$ cat config.mk
export PLATFORM = sky130hd
export DESIGN_NAME = abr_rx_formatter
export DESIGN_NICKNAME = d
export VERILOG_FILES = /design/src/shared/abr_pkg.sv /design/src/hw/abr_byte_packer.sv /design/src/hw/abr_rx_formatter.sv /design/src/hw/abr_trailer_build.sv
export SDC_FILE = /design/constraint.sdc
export NUM_CORES = 1
export LEC_CHECK = 0
export BUFFER_PORTS_ARGS = -buffer_cell sky130_fd_sc_hd__buf_2
export CAP_MARGIN = 20
export CORE_ASPECT_RATIO = 0.7
export CORE_UTILIZATION = 40
export DETAILED_ROUTE_END_ITERATION = 12
export HOLD_SLACK_MARGIN = 0.12
export PLACE_DENSITY = 0.68
export SYNTH_ARGS = -nofsm -noshare
export SYNTH_HDL_FRONTEND = slang
export SYNTH_SLANG_ARGS = --single-unit
$ cat constraint.sdc
create_clock -name clk_sys -period 6.55 [get_ports clk_sys]
set_input_delay 0.655 -clock clk_sys [delete_from_list [all_inputs] [get_ports clk_sys]]
set_output_delay 0.655 -clock clk_sys [all_outputs]
set_load 0.01 [all_outputs]
$ cat src/shared/abr_pkg.sv
package abr_pkg;

  // Word and field widths.
  localparam int QUAD_W = 32;
  localparam int ID_W = 16;
  localparam int BUS_W = 10;
  localparam int NODE_W = 6;
  localparam int TLABEL_W = 6;
  localparam int RETRY_W = 2;
  localparam int TCODE_W = 4;
  localparam int PRIO_W = 4;
  localparam int OFF_HI_W = 16;
  localparam int OFF_LO_W = 32;
  localparam int LEN_W = 16;
  localparam int EXT_W = 16;
  localparam int SPD_W = 2;
  localparam int ACK_W = 4;
  localparam int ZFC_W = 2;
  localparam int QCNT_W = 15;
  localparam int HDR_WORDS = 4;
  localparam int HIDX_W = 2;
  localparam int RCODE_W = 4;

  // Field positions, least significant bit of each field.
  localparam int TCODE_LSB = 4;
  localparam int PRIO_LSB = 0;
  localparam int LEN_LSB = 16;
  localparam int TRL_SPD_LSB = 16;
  localparam int TRL_ZFC_LSB = 12;
  localparam int TRL_ACK_LSB = 0;

  // Header word indices.
  localparam logic [HIDX_W-1:0] HDR_IDX_FIRST = 2'h0;
  localparam logic [HIDX_W-1:0] HDR_IDX_LAST = 2'h3;

  // Quadlet alignment of the destination offset and values of fields forced to zero.
  localparam logic [OFF_LO_W-1:0] QUAD_ALIGN_MASK = 32'hffff_fffc;
  localparam logic [OFF_HI_W-RCODE_W-1:0] RCODE_RSVD_ZERO = 12'h000;
  localparam logic [PRIO_W-1:0] PRIO_CABLE = 4'h0;

  // Retry codes, carried through unchanged.
  localparam logic [RETRY_W-1:0] RETRY_NEW = 2'h0;
  localparam logic [RETRY_W-1:0] RETRY_X = 2'h1;
  localparam logic [RETRY_W-1:0] RETRY_A = 2'h2;
  localparam logic [RETRY_W-1:0] RETRY_B = 2'h3;

  // Received speed codes; the last one is undefined.
  localparam logic [SPD_W-1:0] SPD_100 = 2'h0;
  localparam logic [SPD_W-1:0] SPD_200 = 2'h1;
  localparam logic [SPD_W-1:0] SPD_400 = 2'h2;
  localparam logic [SPD_W-1:0] SPD_UNDEF = 2'h3;

  // Transaction codes.
  localparam logic [TCODE_W-1:0] TC_WRITE_REQ_BLK = 4'h1;
  localparam logic [TCODE_W-1:0] TC_WRITE_RESP = 4'h2;
  localparam logic [TCODE_W-1:0] TC_READ_REQ_BLK = 4'h5;
  localparam logic [TCODE_W-1:0] TC_READ_RESP_BLK = 4'h7;
  localparam logic [TCODE_W-1:0] TC_LOCK_REQ = 4'h9;
  localparam logic [TCODE_W-1:0] TC_LOCK_RESP = 4'hb;

  typedef enum logic [2:0] {
    ST_IDLE,
    ST_TRL_FIRST,
    ST_HDR,
    ST_DATA,
    ST_TRL_LAST
  } abr_state_t;

  // True for packets that carry a block data field.
  function automatic logic abr_has_data(input logic [TCODE_W-1:0] tcode);
    abr_has_data = (tcode == TC_WRITE_REQ_BLK) || (tcode == TC_READ_RESP_BLK) ||
                   (tcode == TC_LOCK_REQ) || (tcode == TC_LOCK_RESP);
  endfunction : abr_has_data

endpackage : abr_pkg
$ cat src/hw/abr_byte_packer.sv
`timescale 1ns/1ps
module abr_byte_packer (
  // Clock and control
  input logic clk_sys,
  input logic rst_n,
  input logic ce,
  // Byte side
  input logic byte_valid,
  input logic [7:0] byte_data,
  input logic byte_last,
  output logic byte_ready,
  // Quadlet side
  output logic quad_valid,
  output logic [abr_pkg::QUAD_W-1:0] quad_data,
  input logic quad_take
);
  import abr_pkg::*;

  logic [QUAD_W-1:0] acc_reg;
  logic [ZFC_W-1:0] fill_reg;
  logic full_reg;
  logic ready_reg;

  wire accept = ce && byte_valid && ready_reg;
  wire close = accept && ((fill_reg == 2'h3) || byte_last);
  // Byte 0 goes to the top lane whatever the target address alignment.
  wire [QUAD_W-1:0] acc_ins = acc_reg | ({byte_data, 24'h00_0000} >> {fill_reg, 3'h0});

  always_ff @(posedge clk_sys or negedge rst_n) begin
    if (!rst_n) begin
      acc_reg <= '0;
      fill_reg <= '0;
      full_reg <= 1'b0;
      ready_reg <= 1'b1;
    end else if (ce) begin
      if (quad_take) begin
        // Clearing here leaves unused lanes of a short last quadlet at zero.
        acc_reg <= '0;
        full_reg <= 1'b0;
        ready_reg <= 1'b1;
      end else if (accept) begin
        acc_reg <= acc_ins;
        fill_reg <= close ? 2'h0 : fill_reg + 2'h1;
        full_reg <= close;
        ready_reg <= !close;
      end
    end
  end

  assign byte_ready = ready_reg;
  assign quad_valid = full_reg;
  assign quad_data = acc_reg;

  a_first_lane: assert property (@(posedge clk_sys) disable iff (!rst_n)
    accept && (fill_reg == 2'h0) |=> acc_reg[31:24] == $past(byte_data))
    else $error("first byte not in top lane");

  a_pad_zero: assert property (@(posedge clk_sys) disable iff (!rst_n)
    accept && byte_last && (fill_reg == 2'h0) |=> acc_reg[23:0] == 24'h00_0000)
    else $error("short quadlet not zero padded");

endmodule : abr_byte_packer

$ cat src/hw/abr_rx_formatter.sv
`timescale 1ns/1ps
// Summary of operation
// Word 0: destination ID high, control low.
// Word 1 source ID; offset spans words 1-2.
// Data quadlets only when tcode carries data.
// Trailer last for control, first for bulky.
// Destination ID is bus then node number.
// Transaction label passes through unchanged.
// Retry code passes through with standard encoding.
// Transaction code sits in word 0 low.
// Cable use forces priority bits to zero.
// Source ID holds the sender's node ID.
// Destination offset is quadlet aligned.
// Lock response: rcode on top, rest zero.
// Length counts payload bytes, not header.
// Extended tcode travels beside the length.
// First payload byte lands in byte 0.
// Unused bytes of last quadlet are zero.
// Trailer reports received speed code.
// Trailer reports the acknowledge sent.
// Trailer reports zero-filled byte count.
// Packet quadlets are contiguous, never interleaved.
module abr_rx_formatter #(
  parameter bit CABLE_MODE = 1'b1
) (
  // Clock, reset and enable
  input logic clk_sys,
  input logic arst_n,
  input logic ce,
  // Header from the link receiver
  input logic hdr_valid,
  output logic hdr_ready,
  input logic hdr_bulky,
  input logic [abr_pkg::BUS_W-1:0] dst_bus,
  input logic [abr_pkg::NODE_W-1:0] dst_node,
  input logic [abr_pkg::TLABEL_W-1:0] tlabel,
  input logic [abr_pkg::RETRY_W-1:0] retry,
  input logic [abr_pkg::TCODE_W-1:0] tcode,
  input logic [abr_pkg::PRIO_W-1:0] priority_in,
  input logic [abr_pkg::ID_W-1:0] src_id,
  input logic [abr_pkg::OFF_HI_W-1:0] offset_high,
  input logic [abr_pkg::OFF_LO_W-1:0] offset_low,
  input logic [abr_pkg::LEN_W-1:0] data_length,
  input logic [abr_pkg::EXT_W-1:0] ext_tcode,
  input logic [abr_pkg::SPD_W-1:0] spd,
  input logic [abr_pkg::ACK_W-1:0] ack_sent,
  // Payload bytes from the link receiver
  input logic byte_valid,
  input logic [7:0] byte_data,
  input logic byte_last,
  output logic byte_ready,
  // Quadlet stream to the receive FIFOs
  output logic q_valid,
  input logic q_ready,
  output logic [abr_pkg::QUAD_W-1:0] q_data,
  output logic q_bulky,
  output logic q_first,
  output logic q_last
);
  import abr_pkg::*;

  // Reset release is synchronised; assertion stays asynchronous.
  logic rst_meta_reg;
  logic rst_n_reg;

  always_ff @(posedge clk_sys or negedge arst_n) begin
    if (!arst_n) begin
      rst_meta_reg <= 1'b0;
      rst_n_reg <= 1'b0;
    end else begin
      rst_meta_reg <= 1'b1;
      rst_n_reg <= rst_meta_reg;
    end
  end

  wire rst_n = rst_n_reg;

  // Header word composition.
  wire [PRIO_W-1:0] prio_eff = CABLE_MODE ? PRIO_CABLE : priority_in;
  wire [ID_W-1:0] dst_id = {dst_bus, dst_node};
  wire is_lock_resp = (tcode == TC_LOCK_RESP);
  wire [OFF_HI_W-1:0] off_hi_eff = is_lock_resp ?
    {offset_high[OFF_HI_W-1 -: RCODE_W], RCODE_RSVD_ZERO} : offset_high;
  wire [QUAD_W-1:0] word0 = {dst_id, tlabel, retry, tcode, prio_eff};
  wire [QUAD_W-1:0] word1 = {src_id, off_hi_eff};
  wire [QUAD_W-1:0] word2 = offset_low & QUAD_ALIGN_MASK;
  wire [QUAD_W-1:0] word3 = {data_length, ext_tcode};

  wire [QUAD_W-1:0] trl_word;
  wire [QCNT_W-1:0] quad_count;

  abr_trailer_build u_trailer (
    .data_length(data_length),
    .tcode(tcode),
    .spd(spd),
    .ack_sent(ack_sent),
    .trailer(trl_word),
    .quad_count(quad_count)
  );

  // Packet state.
  abr_state_t state_reg;
  abr_state_t state_next;
  logic [QUAD_W-1:0] hdr_mem [0:HDR_WORDS-1];
  logic [QUAD_W-1:0] trl_reg;
  logic [QCNT_W-1:0] quads_left_reg;
  logic [HIDX_W-1:0] hidx_reg;
  logic bulky_reg;
  logic hdr_ready_reg;

  // Output stage.
  logic q_valid_reg;
  logic [QUAD_W-1:0] q_data_reg;
  logic q_bulky_reg;
  logic q_first_reg;
  logic q_last_reg;

  wire pk_valid;
  wire [QUAD_W-1:0] pk_data;

  // One quadlet may move into the output stage when it is empty or drained.
  wire advance = ce && (!q_valid_reg || q_ready);
  wire hdr_take = ce && hdr_valid && hdr_ready_reg;
  wire in_data = (state_reg == ST_DATA);
  wire pk_take = advance && in_data && pk_valid;
  wire hdr_end = (hidx_reg == HDR_IDX_LAST);
  wire no_data = (quads_left_reg == '0);
  wire final_data = (quads_left_reg == QCNT_W'(1));
  wire [QUAD_W-1:0] hdr_word = hdr_mem[hidx_reg];

  // Selection of the quadlet presented next.
  logic emit;
  logic [QUAD_W-1:0] emit_word;
  logic emit_first;
  logic emit_last;

  // One packet is sent start to end before another header is taken.
  always_comb begin
    state_next = state_reg;
    emit = 1'b0;
    emit_word = '0;
    emit_first = 1'b0;
    emit_last = 1'b0;
    case (state_reg)
      ST_IDLE: begin
        if (hdr_take) begin
          state_next = hdr_bulky ? ST_TRL_FIRST : ST_HDR;
        end
      end
      ST_TRL_FIRST: begin
        emit = 1'b1;
        emit_word = trl_reg;
        emit_first = 1'b1;
        if (advance) begin
          state_next = ST_HDR;
        end
      end
      ST_HDR: begin
        emit = 1'b1;
        emit_word = hdr_word;
        emit_first = !bulky_reg && (hidx_reg == HDR_IDX_FIRST);
        emit_last = bulky_reg && hdr_end && no_data;
        if (advance && hdr_end) begin
          if (!no_data) begin
            state_next = ST_DATA;
          end else begin
            state_next = bulky_reg ? ST_IDLE : ST_TRL_LAST;
          end
        end
      end
      ST_DATA: begin
        emit = pk_valid;
        emit_word = pk_data;
        emit_last = bulky_reg && final_data;
        if (pk_take && final_data) begin
          state_next = bulky_reg ? ST_IDLE : ST_TRL_LAST;
        end
      end
      ST_TRL_LAST: begin
        emit = 1'b1;
        emit_word = trl_reg;
        emit_last = 1'b1;
        if (advance) begin
          state_next = ST_IDLE;
        end
      end
      default: begin
        state_next = ST_IDLE;
      end
    endcase
  end

  always_ff @(posedge clk_sys or negedge rst_n) begin
    if (!rst_n) begin
      state_reg <= ST_IDLE;
      hdr_ready_reg <= 1'b1;
    end else if (ce) begin
      state_reg <= state_next;
      hdr_ready_reg <= (state_next == ST_IDLE);
    end
  end

  // Header capture; the header inputs need only be valid on the taking edge.
  always_ff @(posedge clk_sys or negedge rst_n) begin
    if (!rst_n) begin
      for (int i = 0; i < HDR_WORDS; i++) begin
        hdr_mem[i] <= '0;
      end
      trl_reg <= '0;
      bulky_reg <= 1'b0;
    end else if (hdr_take) begin
      hdr_mem[0] <= word0;
      hdr_mem[1] <= word1;
      hdr_mem[2] <= word2;
      hdr_mem[3] <= word3;
      trl_reg <= trl_word;
      bulky_reg <= hdr_bulky;
    end
  end

  always_ff @(posedge clk_sys or negedge rst_n) begin
    if (!rst_n) begin
      hidx_reg <= '0;
      quads_left_reg <= '0;
    end else if (hdr_take) begin
      hidx_reg <= HDR_IDX_FIRST;
      quads_left_reg <= quad_count;
    end else begin
      if (advance && (state_reg == ST_HDR)) begin
        hidx_reg <= hidx_reg + 2'h1;
      end
      if (pk_take) begin
        quads_left_reg <= quads_left_reg - QCNT_W'(1);
      end
    end
  end

  // The stage holds its word until the FIFO side accepts it.
  always_ff @(posedge clk_sys or negedge rst_n) begin
    if (!rst_n) begin
      q_valid_reg <= 1'b0;
      q_data_reg <= '0;
      q_bulky_reg <= 1'b0;
      q_first_reg <= 1'b0;
      q_last_reg <= 1'b0;
    end else if (advance) begin
      q_valid_reg <= emit;
      q_data_reg <= emit_word;
      q_bulky_reg <= bulky_reg;
      q_first_reg <= emit_first;
      q_last_reg <= emit_last;
    end
  end

  abr_byte_packer u_packer (
    .clk_sys(clk_sys),
    .rst_n(rst_n),
    .ce(ce),
    .byte_valid(byte_valid),
    .byte_data(byte_data),
    .byte_last(byte_last),
    .byte_ready(byte_ready),
    .quad_valid(pk_valid),
    .quad_data(pk_data),
    .quad_take(pk_take)
  );

  assign hdr_ready = hdr_ready_reg;
  assign q_valid = q_valid_reg;
  assign q_data = q_data_reg;
  assign q_bulky = q_bulky_reg;
  assign q_first = q_first_reg;
  assign q_last = q_last_reg;

  a_prio_zero: assert property (@(posedge clk_sys) disable iff (!rst_n)
    CABLE_MODE && (state_reg != ST_IDLE) |-> hdr_mem[0][PRIO_W-1:0] == PRIO_CABLE)
    else $error("priority not zero in cable mode");

  a_offset_align: assert property (@(posedge clk_sys) disable iff (!rst_n)
    hdr_take |=> hdr_mem[2][1:0] == 2'h0 && hdr_mem[2][31:2] == $past(offset_low[31:2]))
    else $error("offset low not quadlet aligned");

  a_lock_rsvd: assert property (@(posedge clk_sys) disable iff (!rst_n)
    hdr_take && is_lock_resp |=> hdr_mem[1][11:0] == RCODE_RSVD_ZERO)
    else $error("lock response reserved bits not zero");

  a_bulky_trl: assert property (@(posedge clk_sys) disable iff (!rst_n)
    q_valid_reg && q_first_reg && q_bulky_reg |-> q_data_reg == trl_reg)
    else $error("bulky packet does not open with trailer");

  // A header taken while the closing trailer still waits reloads trl_reg, so only the idle stretch is compared.
  a_ctrl_trl: assert property (@(posedge clk_sys) disable iff (!rst_n)
    q_valid_reg && q_last_reg && !q_bulky_reg && (state_reg == ST_IDLE) |-> q_data_reg == trl_reg)
    else $error("control packet does not close with trailer");

  a_no_data: assert property (@(posedge clk_sys) disable iff (!rst_n)
    in_data |-> abr_has_data(hdr_mem[0][TCODE_LSB +: TCODE_W]))
    else $error("data phase for packet without data");

  a_zero_fill: assert property (@(posedge clk_sys) disable iff (!rst_n)
    (state_reg != ST_IDLE) && abr_has_data(hdr_mem[0][TCODE_LSB +: TCODE_W]) |->
      trl_reg[TRL_ZFC_LSB +: ZFC_W] == ZFC_W'(0) - hdr_mem[3][LEN_LSB +: ZFC_W])
    else $error("zero fill count wrong");

  a_hold_stall: assert property (@(posedge clk_sys) disable iff (!rst_n)
    q_valid_reg && !q_ready |=> q_valid_reg && $stable(q_data_reg) && $stable(q_last_reg))
    else $error("quadlet changed while stalled");

  a_no_interleave: assert property (@(posedge clk_sys) disable iff (!rst_n)
    hdr_take |-> state_reg == ST_IDLE ##1 state_reg != ST_IDLE)
    else $error("header taken inside a packet");

endmodule : abr_rx_formatter

$ cat src/hw/abr_trailer_build.sv
`timescale 1ns/1ps
module abr_trailer_build (
  // Packet fields
  input logic [abr_pkg::LEN_W-1:0] data_length,
  input logic [abr_pkg::TCODE_W-1:0] tcode,
  input logic [abr_pkg::SPD_W-1:0] spd,
  input logic [abr_pkg::ACK_W-1:0] ack_sent,
  // Results
  output logic [abr_pkg::QUAD_W-1:0] trailer,
  output logic [abr_pkg::QCNT_W-1:0] quad_count
);
  import abr_pkg::*;

  wire has_data = abr_has_data(tcode);
  wire [ZFC_W-1:0] zero_fill_count = has_data ? (ZFC_W'(0) - data_length[ZFC_W-1:0]) : '0;
  wire [QCNT_W-1:0] quad_round = QCNT_W'(|data_length[ZFC_W-1:0]);

  // Read requests and write responses carry no data quadlets at all.
  assign quad_count = has_data ? ({1'b0, data_length[LEN_W-1:ZFC_W]} + quad_round) : '0;
  assign trailer = (QUAD_W'(spd) << TRL_SPD_LSB) |
                   (QUAD_W'(zero_fill_count) << TRL_ZFC_LSB) |
                   (QUAD_W'(ack_sent) << TRL_ACK_LSB);

endmodule : abr_trailer_build

# Word-level counts from Yosys, hierarchy flattened
# Index checks and enable logic that the tools add are counted.
[totals]
out_inout_bits = 38
ff_bits = 250
[op_classes]
n_shift = 1
reduce_logical = 35
addsub = 5
eq_ne = 11
magnitude_cmp = 1
bitwise_logic = 5
n_mux = 30
[ops]
columns = ["operator", "count"]
rows = [
  ["2-to-1 mux 32 bit", 4],
  ["case mux 32 bit (3 select lines)", 1],
  ["binary-select mux 32 bit (select 2 bit)", 1],
  ["2-to-1 mux 15 bit", 3],
  ["bitwise OR 32 bit", 1],
  [">> shifter 32 x 5 -> 32 bit", 1],
  ["2-to-1 mux 3 bit", 7],
  ["bitwise OR 18 x 14 -> 18 bit", 1],
  ["bitwise OR 18 x 4 -> 18 bit", 1],
  ["adder 14 x 1 -> 15 bit", 1],
  ["== test 15 x 1 -> 1 bit, second input constant", 1],
  ["logical AND 1 bit", 15],
  ["logical NOT 15 bit", 1],
  ["case mux 3 bit (5 select lines)", 1],
  ["subtractor 15 x 1 -> 15 bit, second input constant", 1],
  ["2-to-1 mux 12 bit", 1],
  ["2-to-1 mux 2 bit", 5],
  ["== test 4 bit, second input constant", 2],
  ["== test 3 x 2 -> 1 bit, second input constant", 2],
  ["logical NOT 3 bit", 2],
  ["nonzero test 2 bit", 3],
  ["logical OR 1 bit", 5],
  ["adder 2 x 1 -> 2 bit, second input constant", 2],
  ["== test 2 bit, second input constant", 2],
  ["17 further kinds", 24],
]

# Logic depth before layout (Yosys ltp)
[depth]
ltp_word = 9
mapped_depth = 10
mapped_depth_nobuf = 10

# By module
# A second synthesis with hierarchy kept.
[hier_totals]
hier_cells = 1329
hier_area_um2 = 12268.0
[modules_own_cells]
columns = ["mod", "cells_per_inst", "instances", "area_per_inst_um2", "seq_area_each_um2"]
rows = [
  ["abr_rx_formatter", 1139, 1, 10264.8, 5356.4],
  ["abr_byte_packer", 96, 1, 1378.8, 902.1],
  ["abr_trailer_build", 94, 1, 624.3, 0.0],
]

# Worst setup path before layout
# Ideal clock, no wire load.
[synth_path]
kind = "input-to-reg"
from = "input port data_length[0] in the netlist's numbering"
to = "register quads_left_reg[12]"
n_path_buf = 0
arrival_time_ps = 1962
cell_stages = 10
setup_slack_ps = 4450
cell_sequence = "inv_1 -> ha_1 -> inv_1 -> ha_1 -> ha_1 -> nand2_1 -> nor3_1 -> and3_1 -> xnor2_1 -> o22ai_1"
[synth_between]
elab_chain_len = 4
[synth_rtl]
columns = ["item", "line", "text"]
rows = [
  ["from (decl)", "abr_rx_formatter.sv:43", "input logic [abr_pkg::LEN_W-1:0] data_length,"],
  ["OR reduction 2 bit", "abr_trailer_build.sv:16", "wire [QCNT_W-1:0] quad_round = QCNT_W'(|data_length[ZFC_W-1:0]);"],
  ["adder 14 x 1 -> 15 bit", "abr_trailer_build.sv:19", "assign quad_count = has_data ? ({1'b0, data_length[LEN_W-1:ZFC_W]} + quad_round) : '0;"],
  ["2-to-1 mux 15 bit", "abr_trailer_build.sv:19", ""],
  ["2-to-1 mux 15 bit", "abr_rx_formatter.sv:225", "end else if (hdr_take) begin"],
  ["to (signal assigned)", "abr_rx_formatter.sv:227", "quads_left_reg <= quad_count;"],
  ["to (signal assigned)", "abr_rx_formatter.sv:233", "quads_left_reg <= quads_left_reg - QCNT_W'(1);"],
  ["to (decl)", "abr_rx_formatter.sv:106", "logic [QCNT_W-1:0] quads_left_reg;"],
]
# No other way between the ends.
# A chain may end at the register's enable or synchronous reset.

# Worst setup path in the final report
[layout_path]
from = "register state_reg[1]"
to = "register quads_left_reg[6]"
[layout_between]
elab_chain_len = 4
[layout_rtl]
columns = ["item", "line", "text"]
rows = [
  ["from (decl)", "abr_rx_formatter.sv:102", "abr_state_t state_reg;"],
  ["from (signal assigned)", "abr_rx_formatter.sv:198", "state_reg <= state_next;"],
  ["== test 3 x 2 -> 1 bit", "abr_rx_formatter.sv:124", "wire in_data = (state_reg == ST_DATA);"],
  ["logical AND 1 bit (2 in a row)", "abr_rx_formatter.sv:125", "wire pk_take = advance && in_data && pk_valid;"],
  ["nonzero test 2 bit (no line)", "-", ""],
]
# No other way between the ends.

==> results.json <==
{
  "switchingPower_mw": 1.98,
  "nets": 1383,
  "htreeDepth": 1,
  "grt_max_degree": 96,
  "crit_cells": 6,
  "postCtsSetupBuffers": 0,
  "fill_cells": 2363,
  "detail_route.vias_per_cell": 5.30,
  "yosysSeqAreaShare_pct": 54.6,
  "ys_ff_latch": 226,
  "critPathKind": "register to register",
  "finalCritPeriodShare_pct": 46.2,
  "insertion_delay_ns": 0.50,
  "fin_tns_setup_ns": 0,
  "cts.sinks": 226,
  "critical_path.slowest_cell": "and4_1",
  "max_freq_mhz": 331,
  "core_area_um2": 25000,
  "r2r_slack_ns": 3.53,
  "cts-root-buf": "clkbuf_16",
  "fp-row-count": 48,
  "tightestPinTransition_ns": 1.15,
  "start_util_pct": 41.4,
  "p_int_mw": 3.49,
  "crit_chain": "and3b_1, buf_4, and4_1, nand3_1, xor2_1, o22ai_1",
  "num_vias": 8297,
  "r2r_cells": 6,
  "status": "completed",
  "cp_max_fo": 29,
  "wl_um": 29000,
  "largest_reg_flops": 122,
  "antenna_found_initial": 1,
  "p_seq_share_pct": 42.4,
  "grt_pass1_wl_um": 46000,
  "critPathTopFamily": "simple AND/OR/NAND/NOR gates",
  "rsz0062_at_grt": "false",
  "synth_nets": 1227,
  "synth.cell_area_um2": 10400,
  "numPortBuffers": 181,
  "antennaDiodeCount": 0,
  "start_kind": "register",
  "slowest_delay_ns": 0.91,
  "cts_tree": "yes",
  "rr_startpoint": "state_reg[1]",
  "clockPowerShare_pct": 24.0,
  "seq_area_um2": 5660,
  "area_growth_syn_to_layout_pct": 18.9,
  "crit_end": "quads_left_reg[6]",
  "die_x_um": 194,
  "track_usage_pct": 22.3,
  "postSynthAreaPerCell_um2": 9.71,
  "antenna_left": 0,
  "dieArea_um2": 26600,
  "final_common_cell": "nand2_1",
  "cp.required_ns": 6.90,
  "dp_hpwl_um": 20100,
  "final_max_slew_viol_count": 0,
  "hold_class": "input port to register",
  "hold_viol_final": 0,
  "powerDensity_nw_per_um2": 443,
  "wire_per_inst_um": 18.5,
  "r2r_end": "quads_left_reg[6]",
  "clock_tree.buffer_depth": 3,
  "drive_gt1_share_pct": 23.1,
  "synth_edf_count": 0,
  "grt-ovfl-total": 0,
  "ys.flop_type": "dfrtp_1",
  "crit_start": "state_reg[1]",
  "skew_ns": 0.0104,
  "cts_buffers": 23,
  "finalCriticalPeriod_ns": 3.02,
  "maxCapViolations": 0,
  "dr.pass1.iters": 7,
  "holdBufCountCts": 1,
  "setup_viol": 0,
  "p_total_mw": 5.46,
  "mostFrequentLayoutCells": "409 x nand2_1, 222 x dfrtp_1, 182 x buf_2, 51 x o21ai_0, 35 x nor2_1",
  "path_clk_slew_ns": 0.07,
  "combPwrFrac_pct": 33.6,
  "ir_drop_mv": 0.189,
  "async_flop_share_pct": 100,
  "die_height_um": 137,
  "slew-limit-headroom_pct": 23.7,
  "p_sw_share_pct": 36.2,
  "ctsResizeCount": 0,
  "ioPinCount": 188,
  "drtIter0Drc": 727,
  "grt_pass1_vias": 8049,
  "synth_warnings": 0,
  "cp.arrival_ns": 3.37,
  "drc_errors": 0,
  "yosysUniqueCellTypes": 59,
  "place.gp.congestion": 0.831,
  "p_leak_nw": 6.16,
  "critPathBufInv": 1,
  "multi_input_area_um2": 4420,
  "synthCells": 1068,
  "end_kind": "register"
}
==> Yosys cell counts, drive strengths merged, types with 9 or more instances <==
cell type | instances | area share [%]
xor2 | 9 | 0.76
clkbuf | 54 | 2.0
ha | 9 | 1.1
inv | 14 | 0.51
nand3 | 16 | 0.77
a22oi | 30 | 2.2
a22o | 30 | 2.5
o21ai | 51 | 2.5
buf | 12 | 0.52
nand2 | 409 | 15
xnor2 | 16 | 1.4
a21oi | 26 | 1.3
mux4 | 28 | 6.1
dfrtp | 224 | 54
nand4 | 13 | 0.91
nor2 | 35 | 1.3
o22ai | 10 | 0.60
==> cell families (layout without fill, tap and decap cells) <==
logic type / after synthesis / in the layout / synth area share [%]
compound gates: 171 / 171 / 11.0
mux: 40 / 40 / 7.34
other cells: 1 / 1 / 0.0362
simple gates: 516 / 516 / 20.9
flops: 226 / 226 / 54.6
buf+inv: 80 / 252 / 2.99
fa+ha+maj: 9 / 9 / 1.09
xor+xnor: 25 / 25 / 2.11
==> worst min-delay path, delay by kind of cell <==
kind	cells	cell delay [ns]
buffers and inverters	1	0.08
AND/OR/NAND/NOR	2	0.08
==> per-layer routing <==
layer | up-vias | global-route usage [%] | wire [um]
met5 | - | 0 | 17
met4 | 2 | 3.57 | 369
met3 | 36 | 2.93 | 1820
met2 | 277 | 32.9 | 12300
met1 | 4030 | 35.3 | 14500
li1 | 3952 | - | -
==> power groups by stage <==
stage	sequential (mW)	combinational [mW]	clock, mW
floorplan	2.23	1.25	0
global placement	2.31	1.80	0
detailed placement	2.33	1.84	0
CTS	2.31	1.84	1.34
global route	2.39	2.04	1.40
finish	2.32	1.84	1.31
==> final cells by class <==
cell class | count | share of cell area [%]
Clock buffer | 30 | 5.13
Clock inverter | 11 | 0.944
Multi-Input combinational cell | 762 | 35.9
Tap cell | 325 | 3.30
Sequential cell | 226 | 45.9
Inverter | 14 | 0.426
Timing Repair Buffer | 197 | 8.38
==> per-stage QoR <==
step	area, um2	setup slack [ns]	instances	util [%]	hold WS [ns]
final	12300	3.53	1565	49.2	0.341
after CTS	12300	3.56	1563	49.1	0.322
after detailed placement	11500	3.46	1521	46.1	0.352
after global placement	11500	3.58	1521	46.1	0.339
after global routing	12300	3.26	1565	49.2	0.330
after floorplan	10400	2.84	1068	-	0.331
==> worst min path at each step <==
stage / depth (start not counted) / slack, ns / from / to
2_1_floorplan: 0 / 0.33 / rst_meta_reg / rst_n
3_3_place_gp: 0 / 0.34 / rst_meta_reg / rst_n
3_5_place_dp: 0 / 0.35 / rst_meta_reg / rst_n
4_1_cts: 3 / 0.32 / src_id[0] / hdr_mem[80]
5_1_grt: 3 / 0.33 / offset_low[19] / hdr_mem[51]
6_report: 3 / 0.34 / src_id[15] / hdr_mem[95]
Note: power is estimated with default switching activity, not from simulation.
